--- src/counter_array_pkg.sv ---
// package of the counter array: register offsets, field positions,
// reset values and sizes shared by the array and its module units.
// assumes an apb slave with byte addresses and 32-bit data.
package counter_array_pkg;

  // sizes
  localparam int NUM_MODULES = 5;
  localparam int WATCHDOG_MODULE = 4;
  localparam int ADDR_WIDTH = 8;

  //////////////////////////////////////////////////////////////////////
  // register byte offsets
  localparam logic [7:0] CTRL_OFFSET = 8'h00;
  localparam logic [7:0] FLAG_OFFSET = 8'h04;
  localparam logic [7:0] COUNT_OFFSET = 8'h08;
  localparam logic [7:0] MODE_BASE = 8'h20;
  localparam logic [7:0] COMPARE_BASE = 8'h40;

  //////////////////////////////////////////////////////////////////////
  // control register fields
  localparam int RUN_BIT = 0;
  localparam int WATCHDOG_ENABLE_BIT = 6;

  // module mode register fields
  localparam int COMPARE_ENABLE_BIT = 6;
  localparam int POS_CAPTURE_BIT = 5;
  localparam int NEG_CAPTURE_BIT = 4;
  localparam int MATCH_ENABLE_BIT = 3;
  localparam int TOGGLE_BIT = 2;
  localparam int PWM_BIT = 1;
  localparam int EVENT_IE_BIT = 0;
  localparam logic [7:0] MODE_MASK = 8'h7f;

  //////////////////////////////////////////////////////////////////////
  // values after reset and fixed levels
  localparam logic [15:0] COUNT_RESET = 16'h0000;
  localparam logic [7:0] MODE_RESET = 8'h00;
  localparam logic [15:0] COMPARE_RESET = 16'h0000;
  localparam logic [7:0] DUTY_RESET = 8'h00;
  localparam logic RUN_RESET = 1'b0;
  localparam logic WATCHDOG_RESET = 1'b0;
  localparam logic [7:0] LOW_BYTE_TOP = 8'hff;

endpackage : counter_array_pkg

--- src/counter_array_capture_compare.sv ---
// counter array: shared 16-bit time base, five compare/capture modules,
// watchdog on the last module, registers on an apb slave.
// assumes a 10 MHz ref_clk, async active-low rst_n, async module pins.
//
// Notes on behaviour
// - either capture edge enable set puts the module in capture mode.
// - a valid pin edge copies the counter into the compare register.
// - interrupt requested when module flag and its enable are set.
// - compare enable plus match enable gives a 16-bit software timer.
// - timer compares the counter each count; a match raises the flag.
// - pwm output low below active duty byte, high at or above it.
// - active duty byte reloads from compare high byte at low wrap.
// - pwm runs only with both pwm enable and compare enable set.
// - only module 4 is a watchdog; otherwise it works as any module.
// - with watchdog on, a module 4 match issues an internal reset.
// - the watchdog reset is internal and drives no external pin.
// - clearing watchdog enable before a match prevents the reset.
// - all modules share one counter; software should not rewrite it.
// - positive, negative or both enables capture rise, fall or any.
// - toggle enable makes a match invert the module pin.
// - watchdog enable bit turns the module 4 watchdog on and off.
`timescale 1ns/100ps
`default_nettype none

module counter_array_capture_compare #(
  parameter int NUM_MODULES = counter_array_pkg::NUM_MODULES
) (
  input wire logic ref_clk,
  input wire logic rst_n,
  input wire logic psel,
  input wire logic penable,
  input wire logic pwrite,
  input wire logic [7:0] paddr,
  input wire logic [31:0] pwdata,
  output logic [31:0] prdata,
  output logic pready,
  output logic pslverr,
  input wire logic [NUM_MODULES-1:0] ioPinIn,
  output logic [NUM_MODULES-1:0] ioPinOut,
  output logic [NUM_MODULES-1:0] ioPinOe,
  output logic eventIrq,
  output logic watchdogReset
);

  localparam int WDOG = counter_array_pkg::WATCHDOG_MODULE;

  //////////////////////////////////////////////////////////////////////
  // state of the array outside the module units and the pin synchroniser
  typedef struct packed {
    logic [15:0] count;
    logic run;
    logic wdEnable;
    logic [NUM_MODULES-1:0] flag;
    logic [NUM_MODULES-1:0][7:0] mode;
    logic [NUM_MODULES-1:0][15:0] compare;
    logic ack;
    logic [31:0] rdata;
    logic err;
    logic wdReset;
  } state_type;

  localparam state_type RESET_STATE = '{
    count: counter_array_pkg::COUNT_RESET,
    run: counter_array_pkg::RUN_RESET,
    wdEnable: counter_array_pkg::WATCHDOG_RESET,
    flag: '0,
    mode: {NUM_MODULES{counter_array_pkg::MODE_RESET}},
    compare: {NUM_MODULES{counter_array_pkg::COMPARE_RESET}},
    ack: 1'b0,
    rdata: 32'h00000000,
    err: 1'b0,
    wdReset: 1'b0
  };

  state_type s;
  state_type next_s;

  logic [NUM_MODULES-1:0] pinSync;
  logic [NUM_MODULES-1:0] captureEv;
  logic [NUM_MODULES-1:0] matchEv;
  logic [NUM_MODULES-1:0] eventEnable;
  logic [NUM_MODULES-1:0] flagClear;
  logic access;
  logic write;
  logic mapped;
  logic modeHit;
  logic cmpHit;
  logic [2:0] modeSlot;
  logic [2:0] cmpSlot;
  logic [31:0] readData;

  //////////////////////////////////////////////////////////////////////
  // address helpers: is the address one word of a module bank, and
  // which module does it pick
  function automatic logic inBank(input logic [7:0] addr,
                                  input logic [7:0] base);
    logic [7:0] diff;
    diff = addr - base;
    return (addr >= base) && (diff[1:0] == 2'b00) &&
           (diff[7:2] < 6'(NUM_MODULES));
  endfunction : inBank

  function automatic logic [2:0] slotOf(input logic [7:0] addr,
                                        input logic [7:0] base);
    logic [7:0] diff;
    diff = addr - base;
    return diff[4:2];
  endfunction : slotOf

  //////////////////////////////////////////////////////////////////////
  // pin synchroniser and the module units
  counter_array_sync #(.WIDTH(NUM_MODULES)) pinSyncer (
    .ref_clk(ref_clk),
    .rst_n(rst_n),
    .rawIn(ioPinIn),
    .syncOut(pinSync)
  );

  for (genvar g = 0; g < NUM_MODULES; g++) begin : unitGen
    // every unit sees the one shared time base
    counter_array_module_unit unit (
      .ref_clk(ref_clk),
      .rst_n(rst_n),
      .tick(s.run),
      .count(s.count),
      .mode(s.mode[g]),
      .compare(s.compare[g]),
      .pinSync(pinSync[g]),
      .captureEvent(captureEv[g]),
      .matchEvent(matchEv[g]),
      .pinOut(ioPinOut[g]),
      .pinOe(ioPinOe[g])
    );
    assign eventEnable[g] = s.mode[g][counter_array_pkg::EVENT_IE_BIT];
  end

  //////////////////////////////////////////////////////////////////////
  // apb decode; one wait state so read data comes from a flop
  assign access = psel & penable;
  assign write = access & s.ack & pwrite & mapped;
  assign modeHit = inBank(paddr, counter_array_pkg::MODE_BASE);
  assign cmpHit = inBank(paddr, counter_array_pkg::COMPARE_BASE);
  assign modeSlot = slotOf(paddr, counter_array_pkg::MODE_BASE);
  assign cmpSlot = slotOf(paddr, counter_array_pkg::COMPARE_BASE);
  assign mapped = modeHit | cmpHit |
    (paddr == counter_array_pkg::CTRL_OFFSET) |
    (paddr == counter_array_pkg::FLAG_OFFSET) |
    (paddr == counter_array_pkg::COUNT_OFFSET);

  // flags are write-one-to-clear
  assign flagClear = (write && paddr == counter_array_pkg::FLAG_OFFSET) ?
    pwdata[NUM_MODULES-1:0] : '0;

  // read mux; unused and reserved bits read as zero
  always_comb begin
    readData = 32'h00000000;
    if (paddr == counter_array_pkg::CTRL_OFFSET) begin
      readData[counter_array_pkg::RUN_BIT] = s.run;
      readData[counter_array_pkg::WATCHDOG_ENABLE_BIT] = s.wdEnable;
    end else if (paddr == counter_array_pkg::FLAG_OFFSET) begin
      readData[NUM_MODULES-1:0] = s.flag;
    end else if (paddr == counter_array_pkg::COUNT_OFFSET) begin
      readData[15:0] = s.count;
    end else if (modeHit) begin
      readData[7:0] = s.mode[modeSlot];
    end else if (cmpHit) begin
      readData[15:0] = s.compare[cmpSlot];
    end
  end

  //////////////////////////////////////////////////////////////////////
  // next state
  always_comb begin
    next_s = s;
    // free-running shared time base
    if (s.run) begin
      next_s.count = s.count + 16'h0001;
    end
    // capture copies both counter bytes into the module register
    for (int i = 0; i < NUM_MODULES; i++) begin
      if (captureEv[i]) begin
        next_s.compare[i] = s.count;
      end
    end
    // a new event beats a clear in the same cycle
    next_s.flag = (s.flag & ~flagClear) | captureEv | matchEv;
    // watchdog fires only while enabled; module 4 is
    // otherwise an ordinary module
    next_s.wdReset = s.wdEnable & matchEv[WDOG];
    // apb handshake
    next_s.ack = access & ~s.ack;
    next_s.err = 1'b0;
    if (access && !s.ack) begin
      next_s.rdata = readData;
      next_s.err = ~mapped;
    end
    // software writes win over the counter step and over a capture
    if (write) begin
      if (paddr == counter_array_pkg::CTRL_OFFSET) begin
        next_s.run = pwdata[counter_array_pkg::RUN_BIT];
        next_s.wdEnable =
          pwdata[counter_array_pkg::WATCHDOG_ENABLE_BIT];
      end
      if (paddr == counter_array_pkg::COUNT_OFFSET) begin
        next_s.count = pwdata[15:0];
      end
      if (modeHit) begin
        next_s.mode[modeSlot] = pwdata[7:0] & counter_array_pkg::MODE_MASK;
      end
      if (cmpHit) begin
        next_s.compare[cmpSlot] = pwdata[15:0];
      end
    end
  end

  always_ff @(posedge ref_clk or negedge rst_n) begin
    if (!rst_n) begin
      s <= RESET_STATE;
    end else begin
      s <= next_s;
    end
  end

  //////////////////////////////////////////////////////////////////////
  // outputs
  assign prdata = s.rdata;
  assign pready = s.ack;
  assign pslverr = s.ack & s.err;
  assign eventIrq = |(s.flag & eventEnable);
  // internal reset only; no external reset pin is driven from here
  assign watchdogReset = s.wdReset;
endmodule : counter_array_capture_compare
`default_nettype wire

--- src/counter_array_module_unit.sv ---
// one compare/capture module: edge capture, match, toggle and pwm.
// assumes a synchronised pin and a mode word held by the array.
`timescale 1ns/100ps
`default_nettype none

module counter_array_module_unit (
  input wire logic ref_clk,
  input wire logic rst_n,
  input wire logic tick,
  input wire logic [15:0] count,
  input wire logic [7:0] mode,
  input wire logic [15:0] compare,
  input wire logic pinSync,
  output logic captureEvent,
  output logic matchEvent,
  output logic pinOut,
  output logic pinOe
);

  typedef struct packed {
    logic pinPrev;
    logic pinLevel;
    logic [7:0] duty;
  } state_type;

  state_type s;
  state_type next_s;
  logic compareEnable;
  logic pwmActive;
  logic pwmHigh;
  logic toggleEnable;

  //////////////////////////////////////////////////////////////////////
  // mode decode
  assign compareEnable = mode[counter_array_pkg::COMPARE_ENABLE_BIT];
  assign toggleEnable = mode[counter_array_pkg::TOGGLE_BIT];
  assign pwmActive = mode[counter_array_pkg::PWM_BIT] & compareEnable;
  assign pwmHigh = count[7:0] >= s.duty;

  // edge select: rising, falling or both
  assign captureEvent =
    (mode[counter_array_pkg::POS_CAPTURE_BIT] & pinSync & ~s.pinPrev) |
    (mode[counter_array_pkg::NEG_CAPTURE_BIT] & ~pinSync & s.pinPrev);

  // a match counts only on a counter step, so a stopped counter
  // cannot fire the same match again and again
  assign matchEvent = tick & compareEnable &
    mode[counter_array_pkg::MATCH_ENABLE_BIT] & (count == compare);

  assign pinOe = compareEnable & (toggleEnable |
    mode[counter_array_pkg::PWM_BIT]);
  assign pinOut = s.pinLevel;

  //////////////////////////////////////////////////////////////////////
  // pin level and active duty byte
  always_comb begin
    next_s = s;
    next_s.pinPrev = pinSync;
    if (pwmActive) begin
      next_s.pinLevel = pwmHigh;
      if (tick && count[7:0] == counter_array_pkg::LOW_BYTE_TOP) begin
        next_s.duty = compare[15:8];
      end
    end else if (matchEvent && toggleEnable) begin
      next_s.pinLevel = ~s.pinLevel;
    end
  end

  always_ff @(posedge ref_clk or negedge rst_n) begin
    if (!rst_n) begin
      s <= '{pinPrev: 1'b0, pinLevel: 1'b0,
             duty: counter_array_pkg::DUTY_RESET};
    end else begin
      s <= next_s;
    end
  end
endmodule : counter_array_module_unit
`default_nettype wire

--- src/counter_array_sync.sv ---
// two-stage synchroniser for the module pins.
// assumes the inputs are asynchronous to ref_clk.
`timescale 1ns/100ps
`default_nettype none

module counter_array_sync #(
  parameter int WIDTH = counter_array_pkg::NUM_MODULES
) (
  input wire logic ref_clk,
  input wire logic rst_n,
  input wire logic [WIDTH-1:0] rawIn,
  output logic [WIDTH-1:0] syncOut
);

  typedef struct packed {
    logic [WIDTH-1:0] first;
    logic [WIDTH-1:0] second;
  } state_type;

  state_type s;
  state_type next_s;

  // first stage feeds only the second stage
  always_comb begin
    next_s = s;
    next_s.first = rawIn;
    next_s.second = s.first;
  end

  always_ff @(posedge ref_clk or negedge rst_n) begin
    if (!rst_n) begin
      s <= '0;
    end else begin
      s <= next_s;
    end
  end

  assign syncOut = s.second;

endmodule : counter_array_sync
`default_nettype wire
--- config.mk ---
export PLATFORM = sky130hd
export DESIGN_NAME = counter_array_capture_compare
export DESIGN_NICKNAME = d
export VERILOG_FILES = /design/src/counter_array_pkg.sv /design/src/counter_array_capture_compare.sv /design/src/counter_array_module_unit.sv /design/src/counter_array_sync.sv
export SDC_FILE = /design/constraint.sdc
export NUM_CORES = 1
export LEC_CHECK = 0
export BUFFER_PORTS_ARGS = -buffer_cell sky130_fd_sc_hd__buf_2
export CAP_MARGIN = 10
export CORE_MARGIN = 2
export CORE_UTILIZATION = 60
export DETAILED_ROUTE_END_ITERATION = 8
export PLACE_DENSITY = 0.8
export SLEW_MARGIN = 40
export SYNTH_ARGS = -nofsm -noshare
export SYNTH_HDL_FRONTEND = slang
export SYNTH_SLANG_ARGS = --single-unit
--- constraint.sdc ---
create_clock -name ref_clk -period 2.3 [get_ports ref_clk]
set_input_delay 0.345 -clock ref_clk [delete_from_list [all_inputs] [get_ports ref_clk]]
set_output_delay 0.345 -clock ref_clk [all_outputs]
set_load 0.03 [all_outputs]
==> results of run 1 <==
==> cells in the mapped netlist (6+ instances only) <==
master and number:
a211oi_1 6, a21oi_1 93, a31oi_1 6, buf_1 6, buf_2 38, buf_4 53, buf_6 6, clkbuf_1 29
dfrtp_1 217, ha_1 42, inv_1 45, mux2_2 55, mux2i_1 80, mux4_2 7, nand2_1 152, nand2b_1 7
nand3_1 18, nand3b_1 9, nand4_1 22, nor2_1 75, nor2_4 8, nor2b_1 17, nor3_1 12, o211ai_1 6
o21a_1 6, o21ai_0 110, o21ai_1 10, o221ai_1 11, o22ai_1 14, xnor2_1 59, xor2_1 41
==> worst reg2reg max path: stages (launching register included) <==
cell and delay (ns):
dfrtp_1 0.47, buf_4 0.21, ha_1 0.31, a21oi_1 0.12, o21ai_0 0.10, a31oi_1 0.19
o21ai_0 0.18, a211oi_1 0.29, a21oi_1 0.06
==> kinds of logic (layout without fill, tap and decap cells) <==
family / after synthesis / after routing / synth area share [%]
AOI/OAI and AO/OA: 292 / 292 / 13.22
xor gates and xnor gates: 100 / 100 / 6.877
adders and majority gates: 42 / 42 / 4.126
buffers and inverters: 180 / 233 / 7.623
DFF: 217 / 217 / 42.64
muxes: 142 / 142 / 12.39
other: 1 / 16 / 0.02944
and+or+nand+nor: 346 / 346 / 13.10
==> power breakdown <==
part	switching [mW]	internal, mW	leakage [nW]	total [mW]
registers	0.131	3.90	2.47	4.03
clock network	1.56	2.18	0.380	3.75
logic	0.735	0.446	2.96	1.18
total	2.43	6.53	5.81	8.96
==> registers in the layout, indices dropped and copies added, names as in the netlist <==
signal,cells
watchdogReset,1
pready,1
pinSyncer.next_s,5
eventEnable,5
pinSyncer.syncOut,5
unitGen.unit.s,45
unitGen.unit.pinOut,5
prdata,16
s,134
==> path summary, 6_finish.rpt <==
path / start / endpoint / slack, ns / cells past startpoint
max in group asynchronous: rst_n / s[90] / 1.23 / 3
worst min-delay path: pwdata[14] / s[81] / 0.15 / 3
worst max register to register: s[164] / unitGen[3].unit.pinOut / 0.23 / 8
min in group asynchronous: rst_n / unitGen[1].unit.s[4] / 0.39 / 2
worst max-delay path: s[164] / unitGen[3].unit.pinOut / 0.23 / 8
worst min register to register: pinSyncer.next_s[2] / pinSyncer.syncOut[2] / 0.35 / 0
==> layout make-up <==
cell class	instances	area [um^2]	share of cell area, %
Tap cell	275	344.1	2.419
Clock inverter	4	35.03	0.2463
Multi-Input combinational cell	938	6410	45.07
Timing Repair Buffer	146	1101	7.742
Sequential cell	217	5430	38.18
Inverter	45	168.9	1.188
Clock buffer	38	733.2	5.155
==> stage by stage <==
| stage | power [mW] | area (um^2) | cells | worst slack [ns] |
|---|---|---|---|---|
| 6_report | 8.961 | 14220 | 1663 | 0.2341 |
| 3_5_place_dp | 5.239 | 13390 | 1615 | 0.1396 |
| 5_1_grt | 9.258 | 14220 | 1663 | 0.07485 |
| 2_1_floorplan | 4.794 | 12790 | 1335 | 0.3465 |
| 4_1_cts | 8.962 | 14220 | 1663 | 0.2267 |
| 3_3_place_gp | 5.208 | 13390 | 1615 | 0.1761 |
==> what timing repair did <==
item | CTS | global route
hold buffers | 6 | 0
gates resized for setup | 0 | 0
hold endpoints to repair | 69 | 0
==> per-layer routing <==
| metal | wire length, um | global-route usage [%] | up-vias |
|---|---|---|---|
| met4 | 1705 | 14.10 | 0 |
| met1 | 14890 | 45.49 | 5022 |
| met3 | 3186 | 5.701 | 117 |
| met2 | 16680 | 52.11 | 590 |
| li1 | - | - | 4631 |
| met5 | 0 | 0 | - |
==> impl_metrics.toml, run 1 <==
[timing]
fin_crit_sh_pct = 89.82
clock_skew_ns = 0.01958
relSlewSlack_pct = 43.11
setup_tns_ns = 0
hold_ws_ns = 0.1457
hold_viol = 0
rsz0062_at_grt = "no"
drv_slew = 0
setup_viol_count_final = 0
tightest_slew_ns = 0.8502
finalCriticalPeriod_ns = 2.066
fmax_mhz = 484.0

[global_routing]
grt_pass1_vias = 10116
grt_max_degree = 73
grt.overflow.total = 0
grt_antenna_before_repair = 0
grt.total_usage_pct = 33.11
grt_pass1_wl_mm = 56.63

[synth]
yosysTopAreaCell = "dfrtp_1"
ys_seq_elements = 217
synth_ff_type = "dfrtp_1"
synthDistinctLibCells = 59
ys_warn_count = 0
synth-edff-count = 0
synth.avg_cell_area_um2 = 9.648
yosys-top-cells-area = "dfrtp_1 (43%), mux2i_1 (6.3%), mux2_2 (4.9%)"
syn_area_um2 = 12740
seq_area_frac_synth_pct = 42.64
yosysTopAreaCellShare_pct = 42.64
netlist_instances = 1320
async_flop_share_pct = 100.0

[detailed_routing]
vias = 10360
drtAntennaViolNets = 0
drc = 0
via_per_inst = 6.230
wl_mm = 36.46
wl_per_cell_um = 21.92
drt_iter0_drc = 1170
drt_pass1_iterations = 8

[worst_setup_path]
critPathMaxStageDelay_ns = 0.47
crit_chain = "buf_4 > ha_1 > a21oi_1 > o21ai_0 > a31oi_1 > o21ai_0 > a211oi_1 > a21oi_1"
path_buf_inv = 1
slowest_stage = "dfrtp_1"
worst-endpoint-arrival_ns = 2.46
required_ns = 2.70
timing_worst_setup_path_type = "reg -> reg"
cp-start-kind = "flop"
cp_max_fo = 3
critPathCaptureType = "flop"
path_delay_family = "compound AO/OA/AOI/OAI gates"

[clocking]
clk_latency_ns = 0.53
cts_buffers = 24
cts_setup_buffers = 0
cts_tree = "done"
root_buffer = "clkbuf_16"
clock_path_buffers = 3
clkSinkCount = 217
clk_pin_slew_worst_paths_ns = 0.07
cts_max_level = 1

[power_and_ir_drop]
pwr_density_cell_nw_per_um2 = 630.1
leakage_nw = 5.808
ir_worst_vdd_uv = 517.3

[layout]
n_fill_cell = 1594
utilization_pct = 67.87
diodes = 0
mostFrequentLayoutCells = "dfrtp_1 (217), nand2_1 (152), o21ai_0 (105)"
fin_nets = 1464
areaGrowthSynthToFinish_pct = 11.67
final_layout_size_suffix_gt1_share_pct = 19.38
final_common_cell = "dfrtp_1"

[placed_design]
port_buffers = 63
dp_hpwl_mm = 25.62
globalplace.congestion = 0.8921

[die]
io-pin-count = 96
core_um2 = 20960
start_util_pct = 60.78
fp.dieArea_um2 = 22410
die_h_um = 149.7
die_w_um = 149.7
rows = 53

[min_path]
hold_class = "in -> reg"

[outcome]
run_status = "finished clean"

[run]
drv_cap = 0
Power figures use the tool's default switching activity.
==> run 2: changes to the inputs <==
==> constraint.sdc (replaced) <==
create_clock -name ref_clk -period 2.3 [get_ports ref_clk]
set_input_delay 0.115 -clock ref_clk [delete_from_list [all_inputs] [get_ports ref_clk]]
set_output_delay 0.115 -clock ref_clk [all_outputs]
set_load 0.03 [all_outputs]
==> run 2 against run 1 <==
Against the previous run:
- clock-buffer cell count down 4
- critical endpoint is now unitGen[1].unit.pinOut
- global-route usage increased by 0.37 points
- largest cell class unchanged
- final cell count down 0.48%
- sequential power about the same
- critical path type unchanged
==> impl_metrics.toml, run 2 (same netlist as run 1, synthesis figures left out) <==
[clocking]
cts_max_level = 1
clkSinkCount = 217
cts_tree = "done"
root_buffer = "clkbuf_16"
clk_pin_slew_worst_paths_ns = 0.06
cts_buffers = 24
cts_setup_buffers = 0
clock_path_buffers = 3
clk_latency_ns = 0.53

[timing]
clock_skew_ns = 0.02477
setup_tns_ns = 0
hold_ws_ns = 0.006530
fmax_mhz = 450.8
rsz0062_at_grt = "no"
relSlewSlack_pct = 43.68
hold_viol = 0
fin_crit_sh_pct = 96.45
drv_slew = 0
setup_viol_count_final = 0
finalCriticalPeriod_ns = 2.218
tightest_slew_ns = 0.8417

[layout]
multiInputGateArea_um2 = 6415
final_layout_size_suffix_gt1_share_pct = 18.19
fin_nets = 1461
n_fill_cell = 1586
mostFrequentLayoutCells = "dfrtp_1 (217), nand2_1 (152), o21ai_0 (105)"
final_common_cell = "dfrtp_1"
largest_reg_flops = 134
top_register = "s"
seqCellArea_um2 = 5430
utilization_pct = 67.69
areaGrowthSynthToFinish_pct = 11.37
diodes = 0

[worst_setup_path]
cp_max_fo = 6
crit_chain = "inv_1 > ha_1 > nor2b_1 > o21ai_0 > a31oi_1 > o21ai_0 > a211oi_2 > a21oi_1"
r2r-start = "s[162]"
required_ns = 2.69
critPathCaptureType = "flop"
worst-endpoint-arrival_ns = 2.61
critPathMaxStageDelay_ns = 0.42
worstSetupStartpoint = "s[162]"
r2r_slack_ns = 0.08
crit_top_cell = "o21ai_0"
path_buf_inv = 1
path_delay_family = "compound AO/OA/AOI/OAI gates"
timing_worst_setup_path_type = "reg -> reg"
cp-start-kind = "flop"
slowest_stage = "inv_1"

[power_and_ir_drop]
pwr_density_cell_nw_per_um2 = 624.0
power.total_mw = 8.851
ir_worst_vdd_uv = 393.7
leakage_nw = 5.761

[outcome]
run_status = "finished clean"

[detailed_routing]
drt_iter0_drc = 1216
drtAntennaViolNets = 0
wl_met1_mm = 14.68
wl_per_cell_um = 22.24
top_layer_used = "met4"
via_per_inst = 6.269
wl_mm = 36.81
vias = 10375
wl_met3_mm = 3.311
drc = 0
wl_met2_mm = 16.96
drt_pass1_iterations = 6

[die]
core_um2 = 20960
io-pin-count = 96
rows = 53
start_util_pct = 60.78
die_h_um = 149.7
fp.dieArea_um2 = 22410
die_w_um = 149.7

[placed_design]
port_buffers = 63
dp_hpwl_mm = 25.20
globalplace.congestion = 0.9601

[min_path]
hold_start = "pwdata[4]"
hold_class = "in -> reg"

[global_routing]
grt.overflow.total = 0
grt_antenna_before_repair = 0
grt_pass1_vias = 10311
grt.total_usage_pct = 33.47
grt_pass1_wl_mm = 57.46
grt_max_degree = 75

[run]
drv_cap = 0
==> run 2: changes by cell type in the layout (fill, tap and decap cells not counted), sizes merged <==
cell / previous run / this run
dlygate4sd3: 6 / 18
inv: 46 / 45
buf: 140 / 125
clkinv: 3 / 2
clkbuf: 38 / 34
clkinvlp: 0 / 1
==> run 2: what timing repair did <==
item                                    CTS  global route
endpoints found under the setup margin    0             1
gates resized for setup                   0             1
hold buffers                             18             0
hold endpoints to repair                132             0
==> run 2: worst reg2reg max path, stage by stage (launching register included) <==
cell and delay, ns:
dfrtp_1 0.39, inv_1 0.42, ha_1 0.33, nor2b_1 0.11, o21ai_0 0.11, a31oi_1 0.16, o21ai_0 0.14, a211oi_2 0.36
a21oi_1 0.07
==> run 2: where the power goes <==
part / switching [mW] / internal (mW)
clock: 1.53 / 2.08
combinational: 0.745 / 0.456
sequential: 0.131 / 3.90
==> run 2: worst paths after layout <==
check | to | depth (start not counted)
max reg2reg | unitGen[1].unit.pinOut | 8
min in group asynchronous | unitGen[1].unit.s[5] | 2
max | unitGen[1].unit.pinOut | 8
min | s[71] | 3
min reg2reg | pinSyncer.syncOut[2] | 0
max in group asynchronous | s[104] | 3
==> run 2: final cells by class <==
cell class	count	share of cell area, %
Inverter	45	1.191
Sequential cell	217	38.29
Multi-Input combinational cell	938	45.23
Timing Repair Buffer	143	7.816
Clock inverter	3	0.1235
Tap cell	275	2.426
Clock buffer	34	4.931
==> run 2: metrics by stage <==
stage	area [um^2]	cells	setup slack [ns]
after global routing	14180	1655	0.01933
final	14180	1655	0.08170
after floorplan	12790	1335	0.4004
after detailed placement	13280	1600	0.1090
after CTS	14180	1655	0.08688
after global placement	13280	1600	0.1703
==> run 2: routing by layer <==
layer,vias to the layer above,global-route usage (%)
met5,-,0
met4,0,15.57
met3,132,4.329
met2,638,53.83
met1,4993,45.39
li1,4612,-
